===== config.mk =====
export PLATFORM = sky130hd
export DESIGN_NAME = fgd_frame_gen_diag
export DESIGN_NICKNAME = d
export VERILOG_FILES = /design/src/hdl/fgd_pkg.sv /design/src/hdl/fgd_crc32.sv /design/src/hdl/fgd_frame_gen_diag.sv
export SDC_FILE = /design/constraint.sdc
export NUM_CORES = 1
export LEC_CHECK = 0
export ABC_AREA = 0
export ABC_CLOCK_PERIOD_IN_PS = 4400
export BUFFER_PORTS_ARGS = -buffer_cell sky130_fd_sc_hd__buf_2
export CAP_MARGIN = 20
export CORE_ASPECT_RATIO = 1.25
export CORE_MARGIN = 2
export CORE_UTILIZATION = 51
export CTS_CLUSTER_DIAMETER = 40
export DETAILED_ROUTE_END_ITERATION = 8
export MAX_ROUTING_LAYER = met4
export PLACE_DENSITY = 0.76
export SETUP_SLACK_MARGIN = 0.5
export SLEW_MARGIN = 20
export SYNTH_ARGS = -nofsm -noshare
export SYNTH_HDL_FRONTEND = slang
export SYNTH_SLANG_ARGS = --single-unit
export TNS_END_PERCENT = 10

===== constraint.sdc =====
create_clock -name clk_i -period 4.4 [get_ports clk_i]
set_input_delay 0.88 -clock clk_i [delete_from_list [all_inputs] [get_ports clk_i]]
set_output_delay 0.88 -clock clk_i [all_outputs]
set_load 0.02 [all_outputs]

===== src/hdl/fgd_pkg.sv =====
package fgd_pkg;

    // Register indices; the byte address on the bus is four times the index.
    localparam logic [15:0] IDX_RX_ERR     = 16'h8008;
    localparam logic [15:0] IDX_ODD_PRE    = 16'h8011;
    localparam logic [15:0] IDX_FALSE_CAR  = 16'h8013;
    localparam logic [15:0] IDX_GEN_EN     = 16'h8020;
    localparam logic [15:0] IDX_GEN_CTRL   = 16'h8021;
    localparam logic [15:0] IDX_GEN_CONT   = 16'h8022;
    localparam logic [15:0] IDX_GEN_IRQ_EN = 16'h8023;
    localparam logic [15:0] IDX_GEN_LEN    = 16'h8025;
    localparam logic [15:0] IDX_GEN_IFG    = 16'h8026;
    localparam logic [15:0] IDX_NFRM_H     = 16'h8027;
    localparam logic [15:0] IDX_NFRM_L     = 16'h8028;
    localparam logic [15:0] IDX_GEN_DONE   = 16'h8029;
    localparam logic [15:0] IDX_IRQ_STAT   = 16'h8030;
    localparam logic [15:0] IDX_IRQ_MASK   = 16'h8031;
    localparam logic [15:0] IDX_DIAG_CLK   = 16'h8032;

    // Field positions.
    localparam int          ENABLE_BIT   = 0;
    localparam int          RESTART_BIT  = 3;
    localparam int          PATTERN_LSB  = 0;
    localparam int          DONE_BIT     = 0;
    localparam int          IRQ_GEN_BIT  = 0;

    // Reset values.
    localparam logic [2:0]  PATTERN_RST  = 3'h1;
    localparam logic [15:0] LEN_RST      = 16'h006b;
    localparam logic [15:0] IFG_RST      = 16'h000c;
    localparam logic [15:0] NFRM_H_RST   = 16'h0000;
    localparam logic [15:0] NFRM_L_RST   = 16'h0100;
    localparam logic [15:0] LFSR_SEED    = 16'hace1;

    // Data field patterns.
    localparam logic [2:0]  PAT_STOP     = 3'h0;
    localparam logic [2:0]  PAT_RANDOM   = 3'h1;
    localparam logic [2:0]  PAT_ZEROS    = 3'h2;
    localparam logic [2:0]  PAT_ONES     = 3'h3;
    localparam logic [2:0]  PAT_ALT55    = 3'h4;
    localparam logic [2:0]  PAT_DOWN     = 3'h5;

    // Frame layout in bytes: two addresses and a length field, then FCS.
    localparam logic [15:0] HDR_BYTES    = 16'd14;
    localparam logic [15:0] FCS_BYTES    = 16'd4;
    localparam logic [7:0]  DST_BYTE     = 8'hff;
    localparam logic [47:0] SRC_MAC      = 48'h02_00_00_00_00_01;
    localparam logic [31:0] CRC_POLY     = 32'hedb88320;
    localparam logic [31:0] CRC_INIT     = 32'hffffffff;

    // One byte on a 10 Mb/s link lasts 800 ns.
    localparam int          CLK_PERIOD_NS = 20;
    localparam int          BYTE_TIME_NS  = 800;
    localparam int          BYTE_CYCLES   = BYTE_TIME_NS / CLK_PERIOD_NS;
    localparam int          DIV_W         = 6;

    typedef enum logic [2:0] {
        FG_IDLE,
        FG_HDR,
        FG_DATA,
        FG_FCS,
        FG_GAP
    } fgd_state_e;

endpackage


===== src/hdl/fgd_crc32.sv =====
module fgd_crc32
    import fgd_pkg::*;
(
    input  wire logic        clk_i,
    input  wire logic        rst_i,
    input  wire logic        init_i,
    input  wire logic        en_i,
    input  wire logic [7:0]  data_i,
    output logic      [31:0] crc_o
);

    logic [31:0] crc_q;
    logic [31:0] crc_d;

    // Reflected CRC-32, least significant bit of each byte first.
    always_comb begin
        crc_d = crc_q;
        for (int i = 0; i < 8; i++) begin
            if (crc_d[0] ^ data_i[i]) begin
                crc_d = (crc_d >> 1) ^ CRC_POLY;
            end else begin
                crc_d = crc_d >> 1;
            end
        end
    end

    always_ff @(posedge clk_i) begin
        if (rst_i || init_i) begin
            crc_q <= CRC_INIT;
        end else if (en_i) begin
            crc_q <= crc_d;
        end
    end

    assign crc_o = crc_q;

endmodule


===== src/hdl/fgd_frame_gen_diag.sv =====
// What this block does
// - Snapshot of odd-preamble packet count, sixteen bits.
// - Snapshot of bad-delimiter false carrier count.
// - Error counter read captures both snapshots together.
// - Generator enabled: PHY data from generator only.
// - Restart bit restarts generator, then self-clears.
// - Pattern codes: random, zeros, ones data.
// - Pattern zero: finish frame, then stop.
// - Codes for 0x55 bytes and countdown bytes.
// - Continuous mode emits frames until disabled.
// - Burst mode emits programmed count, then stops.
// - Interrupt enable raises interrupt after burst completes.
// - Interrupt needs unmask; latched status bit shown.
// - Data length programmable; frame adds eighteen bytes.
// - Frame carries addresses, length field and FCS.
// - Receive error counter clears when read.
// - Burst count split high/low, loaded at start.
// - Done flag latches until software reads it.
// - Programmable interframe gap in bytes, default twelve.
module fgd_frame_gen_diag
    import fgd_pkg::*;
(
    input  wire logic        clk_i,
    input  wire logic        rst_i,
    input  wire logic        cyc_i,
    input  wire logic        stb_i,
    input  wire logic        we_i,
    input  wire logic [17:0] adr_i,
    input  wire logic [3:0]  sel_i,
    input  wire logic [31:0] dat_i,
    output logic      [31:0] dat_o,
    output logic             ack_o,
    input  wire logic        rx_error_i,
    input  wire logic        odd_preamble_i,
    input  wire logic        bad_ssd_i,
    input  wire logic [7:0]  mac_txd_i,
    input  wire logic        mac_tx_en_i,
    input  wire logic        mac_tx_stb_i,
    output logic      [7:0]  phy_txd_o,
    output logic             phy_tx_en_o,
    output logic             phy_tx_stb_o,
    output logic             irq_o
);

    logic             ack_q;
    logic [31:0]      dat_q;
    logic [15:0]      rd_val;
    logic [15:0]      err_q;
    logic [15:0]      odd_live_q;
    logic [15:0]      fc_live_q;
    logic [15:0]      odd_snap_q;
    logic [15:0]      fc_snap_q;
    logic             gen_en_q;
    logic             diag_clk_q;
    logic [2:0]       pattern_q;
    logic             cont_q;
    logic             irq_en_q;
    logic [15:0]      len_q;
    logic [15:0]      ifg_q;
    logic [15:0]      nfrm_h_q;
    logic [15:0]      nfrm_l_q;
    logic             done_q;
    logic             stat_q;
    logic             mask_q;
    logic [DIV_W-1:0] div_q;
    logic             run_q;
    fgd_state_e       state_q;
    fgd_state_e       state_d;
    logic [15:0]      bcnt_q;
    logic [15:0]      bcnt_d;
    logic [31:0]      frames_q;
    logic [31:0]      frames_d;
    logic [15:0]      lfsr_q;
    logic             done_set;
    logic             crc_init;
    logic [31:0]      crc_val;
    logic [7:0]       gen_byte;
    logic [7:0]       phy_txd_q;
    logic             phy_en_q;
    logic             phy_stb_q;

    function automatic logic [15:0] merge16(input logic [15:0] old,
                                            input logic [31:0] wd,
                                            input logic [3:0]  be);
        merge16 = {be[1] ? wd[15:8] : old[15:8], be[0] ? wd[7:0] : old[7:0]};
    endfunction

    function automatic logic [15:0] lfsr_step8(input logic [15:0] s);
        logic [15:0] v;
        v = s;
        for (int i = 0; i < 8; i++) begin
            v = {v[14:0], v[15] ^ v[13] ^ v[12] ^ v[10]};
        end
        lfsr_step8 = v;
    endfunction

    // Bus decode. Writes land on the edge that sees ack high; reads and
    // their side effects happen on the first edge of the request, so the
    // returned word and the clear-on-read can never disagree.
    wire logic [15:0] idx      = adr_i[17:2];
    wire logic        req      = cyc_i & stb_i;
    wire logic        req_new  = req & ~ack_q;
    wire logic        wr_fire  = req & we_i & ack_q;
    wire logic        rd_new   = req_new & ~we_i;
    wire logic        lo_we    = wr_fire & sel_i[0];
    wire logic        wr_en    = lo_we & (idx == IDX_GEN_EN);
    wire logic        wr_ctrl  = lo_we & (idx == IDX_GEN_CTRL);
    wire logic        wr_cont  = lo_we & (idx == IDX_GEN_CONT);
    wire logic        wr_irqen = lo_we & (idx == IDX_GEN_IRQ_EN);
    wire logic        wr_stat  = lo_we & (idx == IDX_IRQ_STAT);
    wire logic        wr_mask  = lo_we & (idx == IDX_IRQ_MASK);
    wire logic        wr_diag  = lo_we & (idx == IDX_DIAG_CLK);
    wire logic        wr_len   = wr_fire & (idx == IDX_GEN_LEN);
    wire logic        wr_ifg   = wr_fire & (idx == IDX_GEN_IFG);
    wire logic        wr_nh    = wr_fire & (idx == IDX_NFRM_H);
    wire logic        wr_nl    = wr_fire & (idx == IDX_NFRM_L);
    wire logic        rd_err   = rd_new & (idx == IDX_RX_ERR);
    wire logic        rd_done  = rd_new & (idx == IDX_GEN_DONE);
    wire logic        restart  = wr_ctrl & dat_i[RESTART_BIT];
    wire logic        run      = gen_en_q & diag_clk_q;
    wire logic        start    = run & (~run_q | restart);
    wire logic        tick     = div_q == DIV_W'(BYTE_CYCLES - 1);
    wire logic        gen_tx   = (state_q == FG_HDR) | (state_q == FG_DATA)
                                 | (state_q == FG_FCS);
    wire logic        crc_en   = run & ~start & tick
                                 & ((state_q == FG_HDR) | (state_q == FG_DATA));
    wire logic [47:0] sa_sh    = SRC_MAC << {bcnt_q[3:0] - 4'd6, 3'b000};
    wire logic [31:0] fcs_sh   = crc_val >> {bcnt_q[1:0], 3'b000};

    always_comb begin
        unique case (idx)
            IDX_RX_ERR:     rd_val = err_q;
            IDX_ODD_PRE:    rd_val = odd_snap_q;
            IDX_FALSE_CAR:  rd_val = fc_snap_q;
            IDX_GEN_EN:     rd_val = {15'h0, gen_en_q};
            IDX_GEN_CTRL:   rd_val = {13'h0, pattern_q};
            IDX_GEN_CONT:   rd_val = {15'h0, cont_q};
            IDX_GEN_IRQ_EN: rd_val = {15'h0, irq_en_q};
            IDX_GEN_LEN:    rd_val = len_q;
            IDX_GEN_IFG:    rd_val = ifg_q;
            IDX_NFRM_H:     rd_val = nfrm_h_q;
            IDX_NFRM_L:     rd_val = nfrm_l_q;
            IDX_GEN_DONE:   rd_val = {15'h0, done_q};
            IDX_IRQ_STAT:   rd_val = {15'h0, stat_q};
            IDX_IRQ_MASK:   rd_val = {15'h0, mask_q};
            IDX_DIAG_CLK:   rd_val = {15'h0, diag_clk_q};
            default:        rd_val = 16'h0000;
        endcase
    end

    always_ff @(posedge clk_i) begin
        if (rst_i) begin
            ack_q <= 1'b0;
            dat_q <= 32'h0000_0000;
        end else begin
            ack_q <= req_new;
            if (rd_new) begin
                dat_q <= {16'h0000, rd_val};
            end
        end
    end

    always_ff @(posedge clk_i) begin
        if (rst_i) begin
            err_q <= 16'h0000;
        end else if (rd_err) begin
            err_q <= {15'h0, rx_error_i};
        end else if (rx_error_i) begin
            err_q <= err_q + 16'h0001;
        end
    end

    always_ff @(posedge clk_i) begin
        if (rst_i) begin
            odd_live_q <= 16'h0000;
            fc_live_q  <= 16'h0000;
            odd_snap_q <= 16'h0000;
            fc_snap_q  <= 16'h0000;
        end else begin
            odd_live_q <= odd_live_q + {15'h0, odd_preamble_i};
            fc_live_q  <= fc_live_q + {15'h0, bad_ssd_i};
            if (rd_err) begin
                odd_snap_q <= odd_live_q;
                fc_snap_q  <= fc_live_q;
            end
        end
    end

    always_ff @(posedge clk_i) begin
        if (rst_i) begin
            gen_en_q   <= 1'b0;
            diag_clk_q <= 1'b0;
            pattern_q  <= PATTERN_RST;
            cont_q     <= 1'b0;
            irq_en_q   <= 1'b0;
            mask_q     <= 1'b0;
        end else begin
            if (wr_en)    gen_en_q   <= dat_i[ENABLE_BIT];
            if (wr_diag)  diag_clk_q <= dat_i[ENABLE_BIT];
            if (wr_ctrl)  pattern_q  <= dat_i[PATTERN_LSB +: 3];
            if (wr_cont)  cont_q     <= dat_i[ENABLE_BIT];
            if (wr_irqen) irq_en_q   <= dat_i[ENABLE_BIT];
            if (wr_mask)  mask_q     <= dat_i[IRQ_GEN_BIT];
        end
    end

    always_ff @(posedge clk_i) begin
        if (rst_i) begin
            len_q    <= LEN_RST;
            ifg_q    <= IFG_RST;
            nfrm_h_q <= NFRM_H_RST;
            nfrm_l_q <= NFRM_L_RST;
        end else begin
            if (wr_len) len_q    <= merge16(len_q, dat_i, sel_i);
            if (wr_ifg) ifg_q    <= merge16(ifg_q, dat_i, sel_i);
            if (wr_nh)  nfrm_h_q <= merge16(nfrm_h_q, dat_i, sel_i);
            if (wr_nl)  nfrm_l_q <= merge16(nfrm_l_q, dat_i, sel_i);
        end
    end

    // A completion in the same cycle as the clearing access wins.
    always_ff @(posedge clk_i) begin
        if (rst_i) begin
            done_q <= 1'b0;
            stat_q <= 1'b0;
        end else begin
            done_q <= done_set | (done_q & ~rd_done);
            stat_q <= (done_set & irq_en_q)
                      | (stat_q & ~(wr_stat & dat_i[IRQ_GEN_BIT]));
        end
    end

    assign irq_o = stat_q & mask_q;

    always_ff @(posedge clk_i) begin
        if (rst_i || start) begin
            div_q <= '0;
        end else if (tick) begin
            div_q <= '0;
        end else begin
            div_q <= div_q + DIV_W'(1);
        end
    end

    always_comb begin
        state_d  = state_q;
        bcnt_d   = bcnt_q;
        frames_d = frames_q;
        done_set = 1'b0;
        crc_init = 1'b0;
        if (!run) begin
            state_d = FG_IDLE;
        end else if (start) begin
            frames_d = {nfrm_h_q, nfrm_l_q};
            bcnt_d   = 16'h0000;
            if (pattern_q == PAT_STOP) begin
                state_d = FG_IDLE;
            end else if (!cont_q && {nfrm_h_q, nfrm_l_q} == 32'h0) begin
                state_d  = FG_IDLE;
                done_set = 1'b1;
            end else begin
                state_d  = FG_HDR;
                crc_init = 1'b1;
            end
        end else if (tick) begin
            unique case (state_q)
                FG_IDLE: begin
                    state_d = FG_IDLE;
                end
                FG_HDR: begin
                    if (bcnt_q == HDR_BYTES - 16'h1) begin
                        bcnt_d  = 16'h0000;
                        state_d = (len_q == 16'h0) ? FG_FCS : FG_DATA;
                    end else begin
                        bcnt_d = bcnt_q + 16'h1;
                    end
                end
                FG_DATA: begin
                    if (bcnt_q == len_q - 16'h1) begin
                        bcnt_d  = 16'h0000;
                        state_d = FG_FCS;
                    end else begin
                        bcnt_d = bcnt_q + 16'h1;
                    end
                end
                FG_FCS: begin
                    if (bcnt_q == FCS_BYTES - 16'h1) begin
                        bcnt_d = 16'h0000;
                        if (!cont_q) begin
                            frames_d = frames_q - 32'h1;
                        end
                        if (pattern_q == PAT_STOP) begin
                            state_d = FG_IDLE;
                        end else if (!cont_q && frames_q == 32'h1) begin
                            state_d  = FG_IDLE;
                            done_set = 1'b1;
                        end else if (ifg_q == 16'h0) begin
                            state_d  = FG_HDR;
                            crc_init = 1'b1;
                        end else begin
                            state_d = FG_GAP;
                        end
                    end else begin
                        bcnt_d = bcnt_q + 16'h1;
                    end
                end
                FG_GAP: begin
                    if (bcnt_q == ifg_q - 16'h1) begin
                        bcnt_d   = 16'h0000;
                        state_d  = (pattern_q == PAT_STOP) ? FG_IDLE : FG_HDR;
                        crc_init = pattern_q != PAT_STOP;
                    end else begin
                        bcnt_d = bcnt_q + 16'h1;
                    end
                end
            endcase
        end
    end

    always_ff @(posedge clk_i) begin
        if (rst_i) begin
            run_q    <= 1'b0;
            state_q  <= FG_IDLE;
            bcnt_q   <= 16'h0000;
            frames_q <= 32'h0000_0000;
        end else begin
            run_q    <= run;
            state_q  <= state_d;
            bcnt_q   <= bcnt_d;
            frames_q <= frames_d;
        end
    end

    // The generator keeps its sequence state between frames, stepping only on data bytes, so random
    // data does not repeat from one frame to the next.
    always_ff @(posedge clk_i) begin
        if (rst_i) begin
            lfsr_q <= LFSR_SEED;
        end else if (run && tick && state_q == FG_DATA) begin
            lfsr_q <= lfsr_step8(lfsr_q);
        end
    end

    fgd_crc32 u_crc (
        .clk_i  (clk_i),
        .rst_i  (rst_i),
        .init_i (crc_init),
        .en_i   (crc_en),
        .data_i (gen_byte),
        .crc_o  (crc_val)
    );

    always_comb begin
        gen_byte = 8'h00;
        unique case (state_q)
            FG_HDR: begin
                if (bcnt_q < 16'd6) begin
                    gen_byte = DST_BYTE;
                end else if (bcnt_q < 16'd12) begin
                    gen_byte = sa_sh[47:40];
                end else if (bcnt_q == 16'd12) begin
                    gen_byte = len_q[15:8];
                end else begin
                    gen_byte = len_q[7:0];
                end
            end
            FG_DATA: begin
                unique case (pattern_q)
                    PAT_RANDOM: gen_byte = lfsr_q[7:0];
                    PAT_ZEROS:  gen_byte = 8'h00;
                    PAT_ONES:   gen_byte = 8'hff;
                    PAT_ALT55:  gen_byte = 8'h55;
                    PAT_DOWN:   gen_byte = 8'hff - bcnt_q[7:0];
                    default:    gen_byte = 8'h00;
                endcase
            end
            FG_FCS: begin
                gen_byte = ~fcs_sh[7:0];
            end
            FG_IDLE, FG_GAP: begin
                gen_byte = 8'h00;
            end
        endcase
    end

    always_ff @(posedge clk_i) begin
        if (rst_i) begin
            phy_txd_q <= 8'h00;
            phy_en_q  <= 1'b0;
            phy_stb_q <= 1'b0;
        end else if (gen_en_q) begin
            phy_txd_q <= gen_byte;
            phy_en_q  <= run & gen_tx;
            phy_stb_q <= run & tick & ~start;
        end else begin
            phy_txd_q <= mac_txd_i;
            phy_en_q  <= mac_tx_en_i;
            phy_stb_q <= mac_tx_stb_i;
        end
    end

    assign dat_o        = dat_q;
    assign ack_o        = ack_q;
    assign phy_txd_o    = phy_txd_q;
    assign phy_tx_en_o  = phy_en_q;
    assign phy_tx_stb_o = phy_stb_q;

endmodule


After elaboration in Yosys (flattened, before gate mapping)
Cells that the tools add are included.

RAM bits: 0. Logic and storage cells: 267. Memories kept: 0. Register bits: 287. Output and inout bits: 44. Bits in latches: 0. Input bits: 72. ROM bits: 0.

Reductions and logical operators: 33. Mux-type cells: 65. $lt $le $gt $ge: 2. Add/subtract/negate cells: 10. Equal/unequal tests: 35. $mul: 0. Div/mod/pow operators: 0. Shifts and indexed selects: 2. Bitwise gates (word level): 86.

Operators by type and width (count): $mux 32 (13); $eq 16x16->1 const B (15); $pmux 16 s15 (1); $not 13->14 (8); $mux 16 (6); $pmux 16 s4 (1); $pmux 8 s4 (2); $shl 42x7->48 const A (1); $and 1x1->1 (33); $add 16x1->16 (2); $add 16x1->16 const B (2); $eq 16x16->1 (2); $eq 16x4->1 const B (2); $eq 32x1->1 const B (1); $logic_not 16->1 (2); $logic_not 32->1 (1); $mux 8 (4); $shr 32x5->8 (1); $sub 16x1->16 const B (2); $sub 32x1->32 const B (1); $xor 1x1->1 (32); $mux 1 (27); $mux 3 (9); $eq 16x2->1 const B (1); other kinds (28) (64).

Depth between registers and ports, before layout
Gate-level depths: netlist of the first run.

Depth after elaboration: 21. Gate-level depth with buffers: 15. Gate-level depth less buffers: 11.

Cells and area by module
Synthesis of the first run repeated with hierarchy kept, for this count alone.

Cells, all modules: 1876. Area total of the unflattened synthesis: 15835.2 um^2.

By module, submodules not included: fgd_frame_gen_diag (sequential area each 5104.9 um^2, instances 1, area each 13700.6 um^2, cells each 1697); fgd_crc32 (sequential area each 640.6 um^2, instances 1, area each 2134.5 um^2, cells each 179).

Worst setup path after synthesis of the first run
Ideal clock, no wire load.

Kind: reg2reg. Start: register bcnt_q[1]. End: register u_crc.crc_q[19] (netlist: u_crc.crc_o[19]). Clock period less this slack: 3.393 ns. Setup slack: 1.007 ns. Setup time: 0.114 ns. Arrival: 3.278 ns. Required time: 4.286 ns. Stages on the path, launching flop included: 12. Buffers on the path: 1. Path through: dfxtp_1 -> buf_1 -> inv_1 -> ha_1 -> o2111ai_1 -> a221oi_1 -> a211oi_1 -> xor2_1 -> xnor2_4 -> xor2_4 -> xor3_1 -> a21bo_1.

Word-level cells in the longest chain between the ends: 19. Elaborated cells on any way between the ends: 42. Those cells by class: add/sub (2); order compare (2); eq/ne (3); shift (2); mux (19); bitwise (13); reduce/logical (1).

Ends and longest elaborated chain: start: declaration (RTL line fgd_frame_gen_diag.sv:69) `logic [15:0] bcnt_q;`; start signal: assignment (RTL line fgd_frame_gen_diag.sv:329) `bcnt_q <= bcnt_d;`; $sub 4x3->4 / $eq 16x4->1 (equally long branches) (RTL line fgd_frame_gen_diag.sv:127, fgd_frame_gen_diag.sv:361); $shl 42x7->48 / $mux 8 (equally long branches) (RTL line fgd_frame_gen_diag.sv:127, fgd_frame_gen_diag.sv:361); $mux 8 (RTL line fgd_frame_gen_diag.sv:359) `end else if (bcnt_q < 16'd12) begin`; $mux 8 (RTL line fgd_frame_gen_diag.sv:357) `if (bcnt_q < 16'd6) begin`; $pmux 8 s4 (RTL line fgd_frame_gen_diag.sv:355) `unique case (state_q)`; $xor 1x1->1 (RTL line fgd_crc32.sv:19) `if (crc_d[0] ^ data_i[i]) begin`; $mux 32 (2 in a row) (RTL line fgd_crc32.sv:19); $not 13->14 (no line); $mux 32 (RTL line fgd_crc32.sv:19); $not 13->14 (no line); $mux 32 (2 in a row) (RTL line fgd_crc32.sv:19); $not 13->14 (no line); $mux 32 (RTL line fgd_crc32.sv:19); $not 13->14 (no line); $mux 32 (RTL line fgd_crc32.sv:19); $not 13->14 (no line); $mux 32 (RTL line fgd_crc32.sv:19); end signal: assignment (RTL line fgd_crc32.sv:31) `crc_q <= crc_d;`; end: declaration (RTL line fgd_crc32.sv:12) `logic [31:0] crc_q;`.

Several ways; a longest one is shown, not always the timed one. A chain may end at the register's enable or synchronous reset.

Worst setup path after layout of the first run
Start: register bcnt_q[11]. End: register u_crc.crc_q[19] (netlist: u_crc.crc_o[19]).

Word-level cells in the longest chain between the ends: 19. Elaborated cells on any way between the ends: 36. Those cells by class: order compare (2); eq/ne (3); mux (18); bitwise (12); reduce/logical (1).

Ends and longest elaborated chain: parallel branches: the longest is 19 deep, another holds $lt 16x4->1.

Parallel ways; which one is timed is not known.

==> results of run 1 <==
==> cell usage in the layout (no fill, tap or decap), types with 34 or more instances in the layout <==
cell and count:
nand2_1 290, nor2_1 190, nor3_1 34, buf_4 37
dfxtp_1 287, buf_2 78, nand3_1 46, xnor2_1 112
a21oi_1 151, clkbuf_16 41, a211oi_1 38, xor2_1 75
==> worst reg2reg max path: stages, from the launching register on <==
cell and delay (ps):
dfxtp_1 430, nor4_4 510, and3_1 410, a21oi_1 170, o21ai_1 290, xor2_1 550
xnor2_2 270, xor2_4 450, xor3_1 400, a21bo_1 200
==> per-layer routing <==
| layer | wire, um | share of wire [%] |
|---|---|---|
| met1 | 17800 | 39 |
| met2 | 21800 | 47 |
| met3 | 3740 | 8.1 |
| met4 | 2650 | 5.8 |
| met5 | 0 | 0 |
==> Yosys cell counts, types with 35 or more instances <==
master / instances / area (um2)
nand2_1: 291 / 1090
dfxtp_1: 287 / 5750
nor2_1: 191 / 717
a21oi_1: 151 / 756
xnor2_1: 112 / 981
clkbuf_1: 109 / 409
xor2_1: 75 / 657
nand3_1: 47 / 235
a211oi_1: 38 / 285
nor3_1: 35 / 175
==> cell families after synthesis <==
family	after synthesis	share of synthesized area, %
simple gates	776	23.4
compound gates	396	17.2
flops	287	36.3
xor+xnor	203	12.6
buf+inv	179	5.27
mux	48	3.86
fa+ha+maj	17	1.35
other cells	1	0.0237
==> final cells by class <==
cell class              count  area share [%]
repair buffers            117            3.89
multi-input cells        1456            52.4
clock buffers              53            6.53
well taps                 407            2.87
flip-flops and latches    287            32.3
clock inverters            21            1.37
inverters                  27           0.570
==> how the worst min path moves through the flow <==
stage                         from             end  depth (start not counted)
floorplan                 div_q[0]        div_q[0]                          1
global placement          div_q[0]        div_q[0]                          1
detailed placement   odd_snap_q[5]   odd_snap_q[5]                          2
CTS                  odd_snap_q[5]   odd_snap_q[5]                          2
global route        odd_snap_q[11]  odd_snap_q[11]                          2
finish               odd_snap_q[5]   odd_snap_q[5]                          2
==> power breakdown <==
group          internal (mW)  total (mW)  switching, mW
logic                 0.0471       0.166          0.119
registers               2.61        2.62        0.00919
clock network           2.07        3.35           1.28
==> results.py, run 1 <==
metrics = {
    "timing": {
        "setup_slack_ps": 628,
        "setup_violations": 0,
        "finalHoldViolations": 0,
        "min_period_ps": 3770,
        "worst_slew_pin_slew_ps": 1040,
        "rsz0062_at_grt": "yes",
        "fin_setup_tns_ps": 0,
        "worst_hold_slack_ps": 454,
        "report.final.slew_viol_count": 0,
        "maxSlewHeadroom_pct": 30.4,
        "finalClockSkew_ps": 15.5,
        "finalCritPeriodShare_pct": 85.7,
        "fmaxAchievable_mhz": 265,
    },
    "placement": {
        "place_ws_ps": 679,
        "hpwl_um": 32600,
        "placed_area_um2": 16400,
        "dp_cells": 2294,
        "numPortBuffers": 79,
        "gp_congestion": 0.978,
    },
    "die": {
        "rows": 72,
        "pin_count": 116,
        "start_util_pct": 51.5,
        "die_h_um": 201,
        "coreArea_um2": 30700,
        "die_w_um": 161,
        "dieArea_um2": 32400,
    },
    "final_layout": {
        "nets": 2018,
        "syn_to_final_growth_pct": 12.4,
        "regArea_um2": 5750,
        "fillCellCount": 2690,
        "multi_input_area_um2": 9320,
        "postLayoutCellArea_um2": 17800,
        "final_util_pct": 57.8,
        "final_cells": 2368,
        "antennaDiodeCount": 0,
        "drive_gt1_share_pct": 13.7,
    },
    "cts": {
        "cts_setup_buffers": 0,
        "clk-insertion-delay-late_ps": 540,
        "cts_buffers": 40,
        "cts-root-buf": "clkbuf_16",
        "clk_path_buf_depth": 3,
        "cts_max_level": 2,
        "ctsHoldBuffers": 0,
        "cts_tree": "done",
        "path_clk_slew_ps": 60,
        "clock_sink_count": 287,
        "cts_resized": 0,
    },
    "routing": {
        "drc": 24,
        "drtIter0Drc": 1569,
        "dr.pass1.iters": 9,
        "wirelength_um": 46000,
        "num_vias": 14488,
        "wire_per_inst_um": 19.4,
        "via_per_inst": 6.12,
        "ant_nets": 0,
    },
    "setup_path": {
        "worstSetupStartpointType": "flip-flop",
        "rr_endpoint": "u_crc.crc_o[19]",
        "critical_path_arrival_ps": 4200,
        "path_cells": "nor4_4 > and3_1 > a21oi_1 > o21ai_1 > xor2_1 > xnor2_2 > xor2_4 > xor3_1 > a21bo_1",
        "worstSetupPathType": "flip-flop to flip-flop",
        "timing.rr.start": "bcnt_q[11]",
        "crit_end": "u_crc.crc_o[19]",
        "cp_num_buf_inv": 0,
        "reg2reg_slack_ps": 630,
        "crit_cells": 9,
        "slowest_delay_ps": 550,
        "crit_family": "XOR/XNOR gates",
        "worst_path_max_delay_cell": "xor2_1",
        "ff2ff_path_depth": 9,
        "critPathLaunch": "bcnt_q[11]",
        "crit_fanout": 8,
        "worstSetupEndpointType": "flip-flop",
        "cp.required_ps": 4830,
    },
    "grt": {
        "use_met2_pct": 45.9,
        "gr-usage-met3_pct": 4.69,
        "grt_overflow_total": 0,
        "grt_max_degree": 79,
        "antenna_found_initial": 0,
        "grt_pass1_vias": 13685,
        "busiest_layer": "met2",
        "gr-usage-all-layers_pct": 28.5,
        "grt_pass1_wl_um": 72600,
        "use_met1_pct": 34.2,
    },
    "yosys": {
        "ys_async_sr_fraction_pct": 0,
        "yosys_warnings": 0,
        "synthFlopType": "dfxtp_1",
        "synth_cell_types": 101,
        "yosysSeqAreaShare_pct": 36.3,
        "synth_edf_count": 0,
        "yosys_register_bits": 287,
        "synth_cells": 1907,
        "syn-mean-instance-area_um2": 8.29,
        "syn_area_um2": 15800,
    },
    "pwr": {
        "ir_worst_vdd_mv": 0.289,
        "power.density_nw_per_um2": 345,
        "finalPower_mw": 6.14,
        "power_leakage_nw": 6.55,
    },
    "outcome": {
        "status": "finished with violations",
        "violations": "DRC",
    },
    "run": {
        "drv_cap": 0,
    },
    "worst_hold_path": {
        "worst_hold_path_type": "flip-flop to flip-flop",
    },
}
No activity file was read; power rests on OpenSTA's default activity.
==> run 2, diff against run 1 <==
PLACE_DENSITY = unset   (was 0.76)
PLACE_DENSITY_LB_ADDON = 0.05   (was unset)
REMOVE_ABC_BUFFERS = 1   (was unset)
==> run 2 against run 1 <==
- largest cell class unchanged
- first-iteration DRC count fell by 10%
- critical path depth did not move
- the flow still finishes with violations (DRC)
- global-route usage rose by 1.6 points
- setup slack improved by 61 ps
- clock power rose by 8.4%
- sequential share of layout area fell by 0.17 points
- combinational power rose by 3%
- clock-buffer cell count did not move
- clock skew rose by 4.0 ps
==> results.py, run 2 (same netlist as run 1, synthesis figures left out) <==
metrics = {
    "setup_path": {
        "worstSetupPathType": "flip-flop to flip-flop",
        "timing.rr.start": "bcnt_q[4]",
        "cp_num_buf_inv": 0,
        "ff2ff_path_depth": 9,
        "crit_cells": 9,
        "critical_path_arrival_ps": 4160,
        "cp.required_ps": 4850,
        "path_cells": "nor4_2 > and3_1 > a21oi_1 > o31ai_2 > xor2_2 > xnor2_2 > xor2_4 > xor3_1 > a21bo_1",
        "worstSetupStartpointType": "flip-flop",
        "worstSetupEndpointType": "flip-flop",
        "worst_path_max_delay_cell": "nor4_2",
        "crit_fanout": 10,
        "crit_family": "XOR/XNOR gates",
        "slowest_delay_ps": 530,
        "reg2reg_slack_ps": 690,
        "rr_endpoint": "u_crc.crc_o[19]",
    },
    "routing": {
        "drc": 18,
        "wire_per_inst_um": 20.2,
        "dr.pass1.iters": 9,
        "ant_nets": 0,
        "num_vias": 14000,
        "drtIter0Drc": 1410,
        "wirelength_um": 47900,
        "via_per_inst": 5.91,
    },
    "grt": {
        "grt_max_degree": 123,
        "use_met1_pct": 39.9,
        "grt_pass1_wl_um": 74600,
        "busiest_layer": "met2",
        "antenna_found_initial": 1,
        "gr-usage-all-layers_pct": 30.1,
        "use_met2_pct": 45.2,
        "gr-usage-met3_pct": 5.66,
        "grt_pass1_vias": 13116,
        "grt_overflow_total": 0,
    },
    "placement": {
        "gp_congestion": 0.945,
        "dp_cells": 2288,
        "place_ws_ps": 550,
        "hpwl_um": 33600,
        "placed_area_um2": 16300,
        "numPortBuffers": 79,
    },
    "cts": {
        "clk_path_buf_depth": 3,
        "cts_max_level": 2,
        "cts_setup_buffers": 0,
        "path_clk_slew_ps": 60,
        "cts-root-buf": "clkbuf_16",
        "clk-insertion-delay-late_ps": 560,
        "cts_buffers": 43,
        "cts_tree": "done",
        "clock_sink_count": 287,
    },
    "die": {
        "coreArea_um2": 30700,
        "die_h_um": 201,
        "dieArea_um2": 32400,
        "pin_count": 116,
        "start_util_pct": 51.5,
        "die_w_um": 161,
        "rows": 72,
    },
    "timing": {
        "report.final.slew_viol_count": 0,
        "finalClockSkew_ps": 19.4,
        "worst_slew_pin_slew_ps": 911,
        "min_period_ps": 3710,
        "finalHoldViolations": 0,
        "setup_violations": 0,
        "fmaxAchievable_mhz": 269,
        "rsz0062_at_grt": "yes",
        "maxSlewHeadroom_pct": 38.9,
        "worst_hold_slack_ps": 449,
        "finalCritPeriodShare_pct": 84.3,
        "setup_slack_ps": 689,
        "fin_setup_tns_ps": 0,
    },
    "final_layout": {
        "final_common_cell": "nand2_1",
        "final_cell_mix": "nand2_1, dfxtp_1, nor2_1",
        "final_util_pct": 58.2,
        "drive_gt1_share_pct": 13.6,
        "final_cells": 2369,
        "postLayoutCellArea_um2": 17900,
        "fillCellCount": 2844,
        "syn_to_final_growth_pct": 13.0,
        "nets": 2015,
    },
    "worst_hold_path": {
        "worst_hold_path_type": "flip-flop to flip-flop",
        "worstHoldStart": "div_q[0]",
        "hold_path_depth": 1,
        "min_to": "div_q[0]",
    },
    "outcome": {
        "status": "finished with violations",
        "violations": "DRC",
    },
    "pwr": {
        "finalPower_mw": 6.43,
        "power_leakage_nw": 6.58,
        "ir_worst_vdd_mv": 0.328,
        "power.density_nw_per_um2": 360,
    },
    "run": {
        "drv_cap": 0,
    },
}
[run 2: cell types whose count changed in the layout (fill, tap and decap cells not counted), moves of 2 or more]
| cell | change |
|---|---|
| bufinv_16 | +3 |
| clkbuf_8 | -4 |
| buf_12 | +2 |
| clkinv_2 | +3 |
| clkbuf_1 | +2 |
| buf_4 | -7 |
| inv_16 | +2 |
| clkbuf_16 | +2 |
| inv_8 | -3 |
[run 2: where the power goes]
part           total (mW)  leakage (nW)  internal [mW]  switching (mW)
registers            2.62          2.32           2.61         0.00832
clock network        3.63         0.733           2.27            1.36
logic               0.171          3.53         0.0485           0.123
total                6.43          6.58           4.93            1.49
[run 2: final cells by class]
class	instances	area [um2]	share of cell area (%)
Clock inverter	27	364	2.04
Tap cell	407	509	2.85
Inverter	27	101	0.567
Timing Repair Buffer	111	667	3.73
Sequential cell	287	5750	32.2
Clock buffer	53	1160	6.51
Antenna cell	1	2.50	0.0140
Multi-Input combinational cell	1456	9310	52.1
[run 2: worst reg2reg max path: cells and delay by family, from the launching register on]
family          cells  cell delay (ps)
simple gates        2              980
flops               1              490
xor+xnor            4             1420
compound gates      3              720
[run 2: worst max-delay path by stage]
stage	from	to	slack, ps
6_report	bcnt_q[4]	u_crc.crc_o[19]	690
5_1_grt	state_q[1]	u_crc.crc_o[19]	440
4_1_cts	ifg_q[0]	bcnt_q[5]	670
3_5_place_dp	adr_i[9]	dat_o[4]	550
3_3_place_gp	adr_i[9]	dat_o[4]	590
2_1_floorplan	adr_i[13]	err_q[10]	-2
[run 2: what timing repair did]
action / in CTS / in global routing
gates resized for setup: 0 / 1
setup endpoints to repair: 0 / 4
hold endpoints to repair: 0 / 0
hold buffers: 0 / 0
[run 2: metal layers]
layer  share of wire [%]  vias up
li1                    -     6762
met1                  42     6577
met2                  45      557
met3                 8.7      104
met4                 3.8        0
met5                   0        -
